--- src/scs_spi_map.vh ---
`ifndef SCS_SPI_MAP_VH
`define SCS_SPI_MAP_VH

// ****************************************
// command addresses
// ****************************************
`define SCS_ADDR_STATE      8'h19
`define SCS_ADDR_STATUS     8'h1a
`define SCS_ADDR_TEMP       8'h1b
`define SCS_ADDR_INFO       8'h1c
`define SCS_ADDR_READBACK   8'h1d

// ****************************************
// framing
// ****************************************
`define SCS_BYTE_BITS       8
`define SCS_BIT_LAST        3'h7
`define SCS_DATA_MIN        3'h1
`define SCS_DATA_MAX        3'h4
`define SCS_RB_WIDTH        40
`define SCS_RB_LOAD_BITS    32
`define SCS_STATUS_BITS     16

// ****************************************
// states, one-hot
// ****************************************
`define SCS_ST_LATCH        4'h1
`define SCS_ST_ADDR         4'h2
`define SCS_ST_DATA         4'h4
`define SCS_ST_BUSY         4'h8

// ****************************************
// timing
// ****************************************
`define SCS_CLK_MHZ         10
`define SCS_PROC_MIN_US     40
`define SCS_PROC_MAX_US     150
`define SCS_PROC_MIN_CYC    (`SCS_PROC_MIN_US * `SCS_CLK_MHZ)
`define SCS_PROC_MAX_CYC    (`SCS_PROC_MAX_US * `SCS_CLK_MHZ)
`define SCS_PROC_CNT_W      11
`define SCS_LATCH_CYCLES    10000000
`define SCS_LATCH_CNT_W     24

`endif

--- src/scs_sync.v ---
`timescale 1ns/1ps
`default_nettype none

module scs_sync #(
  parameter integer WIDTH = 4
) (
  input  wire             clk_i,
  input  wire             rst_i,
  input  wire             ce_i,
  input  wire [WIDTH-1:0] d_i,
  output reg  [WIDTH-1:0] q_o
);

  reg [WIDTH-1:0] meta;

  // ****************************************
  // two-stage synchroniser, first stage read only by second
  // ****************************************
  always @(posedge clk_i) begin
    if (rst_i) begin
      meta <= {WIDTH{1'b0}};
      q_o  <= {WIDTH{1'b0}};
    end else if (ce_i) begin
      meta <= d_i;
      q_o  <= meta;
    end
  end

endmodule

`default_nettype wire

--- src/scs_spi_slave.v ---
// Behaviour
// - after a full transfer ready_out drops and incoming data is ignored.
// - ready_out rises when processing ends; host waits for it or 300 us.
// - a write is one transfer of 2 to 5 bytes, address first.
// - device waits for exactly the register's byte count; short transfer hangs.
// - processing finishes 40 to 150 us after reception.
// - mode strap sampled after reset; high selects mode 1, low mode 0.
// - mode 1 shifts on falling clock edges, mode 0 on rising edges.
// - every byte travels most significant bit first.
// - readback buffer shifts out, most significant byte first, during every transfer except those ignored while busy.
// - query result read by 5-byte transfer to 0x1d with four zero bytes.
// - readback register data is zero and serviced on the serial port only.
// - status query returns only the two lowest bytes valid; others all four.
// - reading the readback register clears the output buffer.
`timescale 1ns/1ps
`default_nettype none
`include "scs_spi_map.vh"

module scs_spi_slave #(
  parameter integer LATCH_CYCLES = `SCS_LATCH_CYCLES
) (
  input  wire        clk_sys_i,
  input  wire        sys_rst_i,
  input  wire        clk_en_i,
  input  wire        spi_cs_n_i,
  input  wire        spi_sclk_i,
  input  wire        spi_mosi_i,
  output reg         spi_miso_o,
  output reg         spi_miso_oe_o,
  input  wire        mode_strap_i,
  output reg         ready_out_o,
  output reg         clk_mode_o,
  output reg  [7:0]  hdr_addr_o,
  input  wire [2:0]  data_len_i,
  output reg         cmd_valid_o,
  output reg  [7:0]  cmd_addr_o,
  output reg  [31:0] cmd_data_o,
  output reg  [2:0]  cmd_len_o,
  input  wire        cmd_done_i,
  input  wire        rb_load_i,
  input  wire [31:0] rb_data_i
);

  // ****************************************
  // synchronised pins and edge detection
  // ****************************************
  wire cs_s;
  wire sclk_s;
  wire mosi_s;
  wire strap_s;
  reg  sclk_d;

  scs_sync #(
    .WIDTH (4)
  ) u_sync (
    .clk_i (clk_sys_i),
    .rst_i (sys_rst_i),
    .ce_i  (clk_en_i),
    .d_i   ({mode_strap_i, spi_mosi_i, spi_sclk_i, ~spi_cs_n_i}),
    .q_o   ({strap_s, mosi_s, sclk_s, cs_s})
  );

  // select synced active high so the cleared stages read as deselected after reset
  wire cs_n_s = ~cs_s;

  wire sclk_rise = sclk_s & ~sclk_d;
  wire sclk_fall = ~sclk_s & sclk_d;
  wire act_edge  = clk_mode_o ? sclk_fall : sclk_rise;
  wire bit_stb   = act_edge & ~cs_n_s;

  // ****************************************
  // state
  // ****************************************
  reg [3:0]                     state;
  reg [`SCS_LATCH_CNT_W-1:0]    latch_cnt;
  reg [`SCS_PROC_CNT_W-1:0]     proc_cnt;
  reg [2:0]                     bit_cnt;
  reg [7:0]                     rx_shift;
  reg [2:0]                     bytes_left;
  reg [2:0]                     bytes_got;
  reg [31:0]                    data_acc;
  reg [`SCS_RB_WIDTH-1:0]       rb;
  reg                           rb_is_status;
  reg                           local_cmd;

  wire [7:0] rx_byte   = {rx_shift[6:0], mosi_s};
  wire       byte_done = bit_stb && (bit_cnt == `SCS_BIT_LAST);

  // clamp the register's byte count into the legal 1..4 range
  reg [2:0] next_len;
  always @* begin
    next_len = data_len_i;
    if (rx_byte == `SCS_ADDR_READBACK) begin
      next_len = `SCS_DATA_MAX;
    end else if (data_len_i < `SCS_DATA_MIN) begin
      next_len = `SCS_DATA_MIN;
    end else if (data_len_i > `SCS_DATA_MAX) begin
      next_len = `SCS_DATA_MAX;
    end
  end

  // busy lasts the minimum time, then ends on done from the processor or the ceiling, or right at the minimum for a readback command
  wire proc_min_done = (proc_cnt >= `SCS_PROC_MIN_CYC - 1);
  wire proc_max_done = (proc_cnt >= `SCS_PROC_MAX_CYC - 1);
  wire proc_end      = proc_min_done && (local_cmd || cmd_done_i || proc_max_done);

  // ****************************************
  // sequencer
  // ****************************************
  always @(posedge clk_sys_i) begin
    if (sys_rst_i) begin
      state         <= `SCS_ST_LATCH;
      latch_cnt     <= {`SCS_LATCH_CNT_W{1'b0}};
      proc_cnt      <= {`SCS_PROC_CNT_W{1'b0}};
      sclk_d        <= 1'b0;
      bit_cnt       <= 3'h0;
      rx_shift      <= 8'h00;
      bytes_left    <= 3'h0;
      bytes_got     <= 3'h0;
      data_acc      <= 32'h0000_0000;
      rb            <= {`SCS_RB_WIDTH{1'b0}};
      rb_is_status  <= 1'b0;
      local_cmd     <= 1'b0;
      clk_mode_o    <= 1'b1;
      ready_out_o   <= 1'b0;
      spi_miso_o    <= 1'b0;
      spi_miso_oe_o <= 1'b0;
      hdr_addr_o    <= 8'h00;
      cmd_valid_o   <= 1'b0;
      cmd_addr_o    <= 8'h00;
      cmd_data_o    <= 32'h0000_0000;
      cmd_len_o     <= 3'h0;
    end else if (clk_en_i) begin
      sclk_d        <= sclk_s;
      cmd_valid_o   <= 1'b0;
      // miso always shows the buffer msb; the pin is driven only under select
      spi_miso_oe_o <= ~cs_n_s;
      spi_miso_o    <= rb[`SCS_RB_WIDTH-1];

      // query results arrive while busy; status keeps only the low two bytes
      if (rb_load_i) begin
        rb <= {{(`SCS_RB_WIDTH-`SCS_RB_LOAD_BITS){1'b0}},
               (rb_is_status ? {{(`SCS_RB_LOAD_BITS-`SCS_STATUS_BITS){1'b0}},
                                rb_data_i[`SCS_STATUS_BITS-1:0]}
                             : rb_data_i)};
      end

      case (state)
        `SCS_ST_LATCH: begin
          ready_out_o <= 1'b0;
          if (latch_cnt >= LATCH_CYCLES[`SCS_LATCH_CNT_W-1:0] - 1'b1) begin
            clk_mode_o  <= strap_s;
            ready_out_o <= 1'b1;
            rb          <= {`SCS_RB_WIDTH{1'b0}};
            // re-seed the edge finder so the idle clock level is not taken as an edge
            sclk_d      <= sclk_s;
            state       <= `SCS_ST_ADDR;
          end else begin
            latch_cnt <= latch_cnt + 1'b1;
          end
        end
        `SCS_ST_ADDR, `SCS_ST_DATA: begin
          if (cs_n_s) begin
            bit_cnt <= 3'h0;
          end else if (bit_stb) begin
            bit_cnt  <= bit_cnt + 1'b1;
            rx_shift <= rx_byte;
            rb       <= {rb[`SCS_RB_WIDTH-2:0], 1'b0};
          end
          // address byte picks the data byte count for this register
          if (byte_done && (state == `SCS_ST_ADDR)) begin
            hdr_addr_o <= rx_byte;
            bytes_left <= next_len;
            bytes_got  <= 3'h0;
            data_acc   <= 32'h0000_0000;
            state      <= `SCS_ST_DATA;
          end else if (byte_done) begin
            data_acc   <= {data_acc[23:0], rx_byte};
            bytes_left <= bytes_left - 1'b1;
            bytes_got  <= bytes_got + 1'b1;
            // stays here across select high until the count is met
            // last data byte: hand the command over and go busy
            if (bytes_left == 3'h1) begin
              ready_out_o  <= 1'b0;
              proc_cnt     <= {`SCS_PROC_CNT_W{1'b0}};
              cmd_addr_o   <= hdr_addr_o;
              cmd_data_o   <= {data_acc[23:0], rx_byte};
              cmd_len_o    <= bytes_got + 1'b1;
              local_cmd    <= (hdr_addr_o == `SCS_ADDR_READBACK);
              cmd_valid_o  <= (hdr_addr_o != `SCS_ADDR_READBACK);
              rb_is_status <= (hdr_addr_o == `SCS_ADDR_STATUS);
              if (hdr_addr_o == `SCS_ADDR_READBACK) begin
                rb <= {`SCS_RB_WIDTH{1'b0}};
              end
              state        <= `SCS_ST_BUSY;
            end
          end
        end
        `SCS_ST_BUSY: begin
          // serial traffic is dropped while processing
          bit_cnt <= 3'h0;
          if (proc_end) begin
            ready_out_o <= 1'b1;
            state       <= `SCS_ST_ADDR;
          end else begin
            proc_cnt <= proc_cnt + 1'b1;
          end
        end
        default: begin
          state <= `SCS_ST_LATCH;
        end
      endcase
    end
  end

endmodule

`default_nettype wire

--- config.mk ---
export PLATFORM = sky130hd
export DESIGN_NAME = scs_spi_slave
export DESIGN_NICKNAME = d
export VERILOG_FILES = /design/src/scs_sync.v /design/src/scs_spi_slave.v
export VERILOG_INCLUDE_DIRS = /design/src
export SDC_FILE = /design/constraint.sdc
export NUM_CORES = 1
export LEC_CHECK = 0
export BUFFER_PORTS_ARGS = -buffer_cell sky130_fd_sc_hd__buf_2
export CAP_MARGIN = 25
export CELL_PAD_IN_SITES_DETAIL_PLACEMENT = 1
export CELL_PAD_IN_SITES_GLOBAL_PLACEMENT = 2
export CORE_UTILIZATION = 29
export DETAILED_ROUTE_END_ITERATION = 8
export PLACE_DENSITY_LB_ADDON = 0.1
export SETUP_SLACK_MARGIN = 0.05
export SLEW_MARGIN = 5
export SYNTH_ARGS = -nofsm -noshare
export SYNTH_HDL_FRONTEND = slang
export SYNTH_SLANG_ARGS = --single-unit
--- constraint.sdc ---
create_clock -name clk_sys_i -period 6.1 [get_ports clk_sys_i]
set_input_delay 0.305 -clock clk_sys_i [delete_from_list [all_inputs] [get_ports clk_sys_i]]
set_output_delay 0.305 -clock clk_sys_i [all_outputs]
set_load 0.02 [all_outputs]
==> results of run 1 <==
==> state kept, by name (all words and copies together) (netlist names), 4 cells and up <==
signal,cells
cmd_addr_o,8
cmd_data_o,32
data_acc,24
hdr_addr_o,8
latch_cnt,24
proc_cnt,11
rb,40
rx_shift,7
state,4
u_sync.meta,4
u_sync.q_o,4
==> cell type report <==
type	count	area share (%)
Clock inverter	13	1.86
Multi-Input combinational cell	682	42.1
Sequential cell	186	39.2
Timing Repair Buffer	112	6.52
Clock buffer	18	4.62
Antenna cell	1	0.0263
Tap cell	372	4.90
Inverter	21	0.829
==> metal layers <==
metal | track usage (%) | up-vias | wire (microns)
li1 | - | 3525 | -
met1 | 23.2 | 3426 | 12100
met2 | 27.5 | 100 | 10600
met3 | 3.62 | 14 | 928
met4 | 4.43 | 0 | 244
met5 | 0 | - | 0
==> power by group through the flow <==
| stage | Combinational [mW] | Sequential [mW] | Clock (mW) |
|---|---|---|---|
| 2_1_floorplan | 0.0829 | 1.27 | 0 |
| 3_3_place_gp | 0.121 | 1.27 | 0 |
| 3_5_place_dp | 0.120 | 1.27 | 0 |
| 4_1_cts | 0.121 | 1.25 | 1.22 |
| 5_1_grt | 0.134 | 1.25 | 1.27 |
| 6_report | 0.119 | 1.25 | 1.18 |
==> through the flow <==
step                      instance area, sq um  setup slack (ns)  utilization [%]  power, mW  instances
after global placement                    8850              3.28             32.7       1.40       1371
after detailed placement                  8850              3.25             32.7       1.40       1371
after floorplan                           8040              3.78                -       1.35        958
after CTS                                 9470              3.25             34.9       2.59       1402
final                                     9500              3.25             35.1       2.54       1405
after global routing                      9500              3.01             35.1       2.65       1404
==> cell families (layout without fill, tap and decap cells) <==
kind of cell             after synthesis  after routing  share of synthesized area (%)
adder cells (fa/ha/maj)                7              7                           1.09
XOR/XNOR                              25             25                           2.72
buffers and inverters                 90            164                           4.28
multiplexers                          36             36                           4.73
other                                  0              1                              0
AND/OR/NAND/NOR                      389            389                           22.7
AO/OA/AOI/OAI                        225            225                           18.2
flip-flops                           186            186                           46.3
==> how the worst max path moves through the flow <==
stage / startpoint / to / slack (ns) / cells after the start
after global placement: u_sync.q_o[0] / hdr_addr_o[6] / 3.28 / 7
after detailed placement: state[2] / latch_cnt[21] / 3.25 / 7
final: state[2] / latch_cnt[21] / 3.25 / 7
after floorplan: proc_cnt[0] / ready_out_o / 3.78 / 7
after global routing: state[2] / latch_cnt[21] / 3.01 / 7
after CTS: state[2] / latch_cnt[21] / 3.25 / 7
==> synthesized netlist by cell type, types with 3 or more instances <==
library cell	n	area share, %
sky130_fd_sc_hd__a211o_1	3	0.33
sky130_fd_sc_hd__a211oi_1	22	2.1
sky130_fd_sc_hd__a21oi_1	96	6.0
sky130_fd_sc_hd__a221oi_1	31	3.4
sky130_fd_sc_hd__a22o_1	9	0.98
sky130_fd_sc_hd__a31oi_1	4	0.31
sky130_fd_sc_hd__and3_1	6	0.47
sky130_fd_sc_hd__and4_1	4	0.44
sky130_fd_sc_hd__buf_2	5	0.31
sky130_fd_sc_hd__clkbuf_1	62	2.9
sky130_fd_sc_hd__dfxtp_1	186	46
sky130_fd_sc_hd__ha_1	7	1.1
sky130_fd_sc_hd__inv_1	21	0.98
sky130_fd_sc_hd__mux2_2	16	2.2
sky130_fd_sc_hd__mux2i_1	20	2.5
sky130_fd_sc_hd__nand2_1	158	7.4
sky130_fd_sc_hd__nand2b_1	3	0.23
sky130_fd_sc_hd__nand3_1	53	3.3
sky130_fd_sc_hd__nand3b_1	3	0.28
sky130_fd_sc_hd__nand4_1	15	1.2
sky130_fd_sc_hd__nand4b_1	3	0.33
sky130_fd_sc_hd__nor2_1	83	3.9
sky130_fd_sc_hd__nor2b_1	6	0.47
sky130_fd_sc_hd__nor3_1	25	1.6
sky130_fd_sc_hd__nor4b_1	3	0.33
sky130_fd_sc_hd__o21ai_0	33	2.1
sky130_fd_sc_hd__o31ai_1	5	0.47
sky130_fd_sc_hd__o41ai_1	3	0.33
sky130_fd_sc_hd__or2_2	3	0.23
sky130_fd_sc_hd__or3_1	4	0.31
sky130_fd_sc_hd__or4_1	5	0.47
sky130_fd_sc_hd__xnor2_1	4	0.44
sky130_fd_sc_hd__xor2_1	21	2.3
==> worst max-delay path: stages, from the launching register on <==
cell and delay (ns):
sky130_fd_sc_hd__dfxtp_1 0.43, sky130_fd_sc_hd__nor4b_2 0.61, sky130_fd_sc_hd__nand2_1 0.23, sky130_fd_sc_hd__a211oi_1 0.78, sky130_fd_sc_hd__buf_4 0.31, sky130_fd_sc_hd__nand4_1 0.12, sky130_fd_sc_hd__xor2_1 0.18, sky130_fd_sc_hd__nor2_1 0.05
==> impl_summary.log, run 1 <==
[metrics] Worst Hold Endpoint: u_sync.meta[0]
[metrics] Distinct cells, synth: 60
[metrics] area taken by flip-flops and latches: 3720 sq um
[metrics] switching power total: 627 uW
[metrics] via count of the first global-routing pass: 6990
[metrics] GRT Residual Overflow: 0
[metrics] crit path launch type: flop
[metrics] switching power as a share of total power: 24.7%
[metrics] detailed placement HPWL: 15.5 mm
[metrics] # Post-CTS Setup Buffers: 0
[metrics] maximum number of pins on one net before global-route repair: 68
[metrics] CTS buffer count: 17
[metrics] worst vdd ir: 121 uV
[metrics] Critical Path Fanout Max: 11
[metrics] Core Footprint: 27100 sq um
[metrics] number of nets in the synthesized netlist: 1009
[metrics] top flip-flop cell by instance count after synthesis: sky130_fd_sc_hd__dfxtp_1
[metrics] Reg-to-Reg End: latch_cnt[21]
[metrics] reg-to-reg setup timing slack: 3.25 ns
[metrics] y dimension of the die: 169 microns
[metrics] clock share of power: 46.3%
[metrics] result of the run: finished, final reports clean
[metrics] Clk Latency, worst-skew pair: 0.44 ns
[metrics] maximum level of the CTS H-tree: 4
[metrics] Clock transition at path regs: 0.08 ns
[metrics] wire length reported by the detailed router: 23.8 mm
[metrics] Post-CTS Hold Buffers: 0
[metrics] clock buffer depth: 2
[metrics] clock period minus final worst setup slack: 2.85 ns
[metrics] classification of the worst-slack hold path: in -> reg
[metrics] gr usage total: 17.1%
[metrics] first-pass iteration count of the detailed router: 4
[metrics] Buffers on Ports: 99
[metrics] setup TNS: 0 ns
[metrics] Placer Congestion: 0.730
[metrics] Critical Path RT: 6.39 ns
[metrics] number of standard cells after synthesis: 958
[metrics] Layout Skew: 0.0211 ns
[metrics] count of antenna-violating nets left after detailed routing: 0
[metrics] starting density of the core: 29.7%
[metrics] Die ar.: 28400 sq um
[metrics] unrepaired setup endpoints after global routing: false
[metrics] filler cell count: 3200
[metrics] count of endpoints failing hold in the final timing report: 0
[metrics] Clock Sink Count: 186
[metrics] fraction of layout instances using a drive strength above 1: 17.2%
[metrics] leakage: 3.46 nW
[metrics] slew margin rel.: 29.8%
[metrics] part of the cycle the worst path needs: 46.7%
[metrics] sequential cell area fraction in the yosys report: 46.3%
[metrics] number of enable-type register cells in the synthesized netlist: 0
[metrics] actual transition at the worst max-transition pin: 1.05 ns
[metrics] Setup violations, final: 0
[metrics] logic gate share of total power: 4.7%
[metrics] worst min-delay path startpoint: spi_cs_n_i
[metrics] most frequent cells in the layout: 186 x sky130_fd_sc_hd__dfxtp_1, 158 x sky130_fd_sc_hd__nand2_1, 98 x sky130_fd_sc_hd__buf_2
[metrics] hold slack final: 0.0493 ns
[metrics] yosys warns: 0
[metrics] synthesized flop and latch total: 186
[metrics] total area of multi-input combinational cells: 4000 sq um
[metrics] startpoint of the worst register-to-register path: state[2]
[metrics] post-cts resize count: 0
[metrics] count of routing violations after the opening detailed-route iteration: 389
[metrics] x dimension of the die: 169 microns
[metrics] Via Count: 7065
[metrics] # IOs: 100
[metrics] per-cell routed wire length: 17.0 microns
[metrics] post-synthesis area per instance: 8.40 sq um
[metrics] maxcap violations: 0
[metrics] critical path arrival: 3.14 ns
[metrics] Net count, final: 1071
[metrics] standard-cell rows: 60
[metrics] FFs w/ async S/R, synth: 0%
[metrics] most frequent standard cell in the layout excluding fill and tap cells: sky130_fd_sc_hd__dfxtp_1
[metrics] P per Cell Area: 268 nW/um^2
[metrics] max-slew violations: 0
[metrics] initial antenna violation count: 1
[metrics] cell depth of the worst flop-to-flop path: 7
[metrics] cell at the root of the clock tree: sky130_fd_sc_hd__clkbuf_16
[metrics] combined area of all synthesized cells: 8040 sq um
[metrics] internal power: 1.92 mW
[metrics] critical path type: reg -> reg
[metrics] CTS tree: built
[metrics] fraction of power consumed by sequential logic: 49.0%
[metrics] global-route wire length before repair: 38.6 mm
[metrics] via/cell ratio: 5.03
[metrics] number of DRC violations after detailed routing: 0
[metrics] Layout area overhead: 18.2%
[metrics] endpoint kind of the worst setup timing path: flop
[metrics] Hold Path Stages: 2
[metrics] Fmax: 0.351 GHz
Note: power is estimated with default switching activity, not from simulation.
==> run 2: changes to the inputs <==
clock period = 2.3 ns   (was 6.1 ns; I/O delays follow)
==> run 2 against run 1 <==
Effect of this change:
- the flow now finishes with violations (negative setup slack)
- design area is 9.2% higher
- clock power grew to 2.7 times the previous value
- wire length is 5.4% higher
- sequential share of layout area is 3.2 points lower
- non-clock buffer count is 76 higher
- utilization is 3.2 points higher
- flip-flop and latch count stayed put
- clock skew is 0.0019 ns lower
- maximum frequency is 23% higher
- setup slack worse by 3.3 ns
- critical path depth is 1 lower
- via count is 4.5% higher
- critical path type unchanged
- critical endpoint is now proc_cnt[6]
- largest power group unchanged
- highest routed layer unchanged
==> impl_summary.log, run 2 (synthesis results as in run 1) <==
[metrics] via count of the first global-routing pass: 7413 (+6.1%)
[metrics] count of endpoints failing hold in the final timing report: 0 (unchanged)
[metrics] endpoint kind of the worst setup timing path: flop
[metrics] Clk Latency, worst-skew pair: 0.45 ns (about the same)
[metrics] cell at the root of the clock tree: sky130_fd_sc_hd__clkbuf_16
[metrics] maximum number of pins on one net before global-route repair: 81 (+19%)
[metrics] Largest register FFs: 40 (unchanged)
[metrics] most frequent cells in the layout: 181 x sky130_fd_sc_hd__dfxtp_1, 158 x sky130_fd_sc_hd__nand2_1, 98 x sky130_fd_sc_hd__buf_2
[metrics] most frequent standard cell in the layout excluding fill and tap cells: sky130_fd_sc_hd__dfxtp_1
[metrics] Clock transition at path regs: 0.08 ns (about the same)
[metrics] critical path type: reg -> reg
[metrics] classification of the worst-slack hold path: in -> reg
[metrics] wire length reported by the detailed router: 25.1 mm (+5.4%)
[metrics] worst min-delay path startpoint: data_len_i[1]
[metrics] Reg-to-Reg End: proc_cnt[6]
[metrics] post-layout util: 38.3% (+3.2 points)
[metrics] first-pass iteration count of the detailed router: 4 (unchanged)
[metrics] Layout Skew: 0.0192 ns (-0.00188 ns)
[metrics] total area of multi-input combinational cells: 4100 sq um (+2.4%)
[metrics] standard-cell rows: 60 (unchanged)
[metrics] fraction of power consumed by sequential logic: 48.7% (-0.3 points)
[metrics] y dimension of the die: 169 microns (unchanged)
[metrics] reg-to-reg setup timing slack: -0.01 ns (-3.26 ns)
[metrics] Critical Path RT: 2.67 ns (-3.72 ns)
[metrics] Critical Path, Cell by Cell: or4b_4 > a2111oi_4 > o31a_1 > nor3_4 > or4_1 > a21oi_1
[metrics] clock period minus final worst setup slack: 2.31 ns (-0.537 ns)
[metrics] register containing the most flip-flops in the final layout: rb
[metrics] violated checks: negative setup slack
[metrics] post-route insts no fill: 1481 (+5.4%)
[metrics] part of the cycle the worst path needs: 101% (+54 points)
[metrics] Core Footprint: 27100 sq um (unchanged)
[metrics] starting density of the core: 29.7% (unchanged)
[metrics] crit path launch type: flop
[metrics] Layout area overhead: 29.0%
[metrics] GR Util met1: 24.5% (+1.2 points)
[metrics] gr usage total: 17.7% (+0.64 points)
[metrics] switching power as a share of total power: 27.2% (+2.6 points)
[metrics] internal power: 4.93 mW (+160%)
[metrics] global-route wire length before repair: 40.4 mm (+4.8%)
[metrics] count of routing violations after the opening detailed-route iteration: 337 (-13%)
[metrics] number of DRC violations after detailed routing: 0 (unchanged)
[metrics] CTS buffer count: 17 (unchanged)
[metrics] cell family with the largest share of critical-path delay: simple AND/OR/NAND/NOR gates
[metrics] maxcap violations: 0 (unchanged)
[metrics] area taken by flip-flops and latches: 3730 sq um (+0.17%)
[metrics] clock share of power: 46.2% (about the same)
[metrics] per-cell routed wire length: 17.0 microns (about the same)
[metrics] max-slew violations: 0 (unchanged)
[metrics] placed cells: 1429 (+4.2%)
[metrics] fraction of layout instances using a drive strength above 1: 24.1% (+6.8 points)
[metrics] GRT Residual Overflow: 0 (unchanged)
[metrics] critical path arrival: 2.69 ns (-0.45 ns)
[metrics] Die ar.: 28400 sq um (unchanged)
[metrics] met2 track demand over resource: 28.4% (+0.90 points)
[metrics] delay of the slowest cell on the worst path: 0.58 ns (-0.20 ns)
[metrics] result of the run: finished with violations
[metrics] switching power total: 1.84 mW (+190%)
[metrics] Placer Congestion: 0.729 (-0.14%)
[metrics] Worst Setup SP: state[0]
[metrics] Via Count: 7385 (+4.5%)
[metrics] slowest CP cell: sky130_fd_sc_hd__or4b_4
[metrics] detailed placement HPWL: 16.3 mm (+5.2%)
[metrics] critical path buffer and inverter count: 0 (-1)
[metrics] slew margin rel.: 55.2% (+25 points)
[metrics] startpoint of the worst register-to-register path: state[0]
[metrics] initial antenna violation count: 0 (-1)
[metrics] count of antenna-violating nets left after detailed routing: 0 (unchanged)
[metrics] instance count on the critical path: 6 (-1)
[metrics] unrepaired setup endpoints after global routing: true
[metrics] maximum level of the CTS H-tree: 4 (unchanged)
[metrics] Critical Path Fanout Max: 14 (+3)
[metrics] Antenna Cells: 0 (-1)
[metrics] cell depth of the worst flop-to-flop path: 6 (-1)
[metrics] Clock Sink Count: 186 (unchanged)
[metrics] via/cell ratio: 4.99 (-0.83%)
[metrics] Buffers on Ports: 99 (unchanged)
[metrics] filler cell count: 3179 (-0.66%)
[metrics] Fmax: 0.432 GHz (+23%)
[metrics] final setup margin: -0.0144 ns (-3.26 ns)
[metrics] Critical Path End: proc_cnt[6]
[metrics] largest registers in the final layout: rb x40, cmd_data_o x32
[metrics] CTS tree: built
[metrics] Global Route met3 Usage: 3.13% (-0.49 points)
[metrics] x dimension of the die: 169 microns (unchanged)
[metrics] layer carrying the most global-route usage: met2
[metrics] # IOs: 100 (unchanged)
[metrics] P per Cell Area: 653 nW/um^2 (+140%)
[metrics] logic gate share of total power: 5.1% (+0.4 points)
[metrics] Setup violations, final: 1 (+1)
[metrics] Net count, final: 1147 (+7.1%)
[metrics] leakage: 3.90 nW (+13%)
[metrics] clock buffer depth: 2 (unchanged)
[metrics] actual transition at the worst max-transition pin: 0.671 ns (-0.379 ns)
[metrics] worst vdd ir: 422 uV (+250%)
-- run 2: cell type report --
class | instances | area share [%]
multi-input cells | 682 | 39.5
well taps | 372 | 4.49
clock inverters | 15 | 2.00
clock buffers | 17 | 4.10
flip-flops and latches | 186 | 36.0
repair buffers | 188 | 13.2
inverters | 21 | 0.760
-- run 2: worst reg2reg max path: cells and delay by family, from the launching register on --
family	cells	cell delay, ns
AOI/OAI and AO/OA	3	0.71
DFF	1	0.34
and+or+nand+nor	3	1.21
-- run 2: routing by layer --
metal	up-vias	share of wire [%]
li1	3683	-
met1	3584	50
met2	99	46
met3	19	3.2
met4	0	1.4
met5	-	0
-- run 2: power groups by stage --
stage | Combinational (mW) | Clock, mW | Sequential, mW
after floorplan | 0.220 | 0 | 3.37
after detailed placement | 0.338 | 0 | 3.38
after global routing | 0.388 | 3.35 | 3.31
after global placement | 0.337 | 0 | 3.38
after CTS | 0.346 | 3.23 | 3.30
final | 0.346 | 3.13 | 3.30
-- run 2: worst min path at each step --
stage                     endpoint  depth (start not counted)
finish               bytes_left[0]                          4
global route         bytes_left[0]                          4
CTS                  bytes_left[0]                          4
detailed placement  u_sync.meta[0]                          2
global placement    u_sync.meta[0]                          2
floorplan           u_sync.meta[0]                          1
-- run 2: what timing repair did --
| action | CTS | global route |
|---|---|---|
| hold buffers | 4 | 0 |
| hold endpoints to repair | 4 | 0 |
| gates resized for setup | 6 | 24 |
| setup endpoints to repair | 11 | 45 |
| gates cloned | 0 | 5 |
| setup buffers | 2 | 9 |
| pin swaps | 1 | 7 |
-- run 2: through the flow --
step / area, sq um / worst slack [ns] / setup TNS [ns] / power (mW) / hold WS (ns)
after floorplan: 8060 / 0.0349 / 0 / 3.59 / 0.214
after global placement: 9370 / 0.0173 / 0 / 3.71 / 0.320
after detailed placement: 9370 / -0.0325 / -0.0737 / 3.72 / 0.319
after CTS: 10100 / 0.000764 / 0 / 6.88 / 0.0805
after global routing: 10400 / -0.0949 / -0.421 / 7.05 / 0.0821
final: 10400 / -0.0144 / -0.0144 / 6.78 / 0.0774
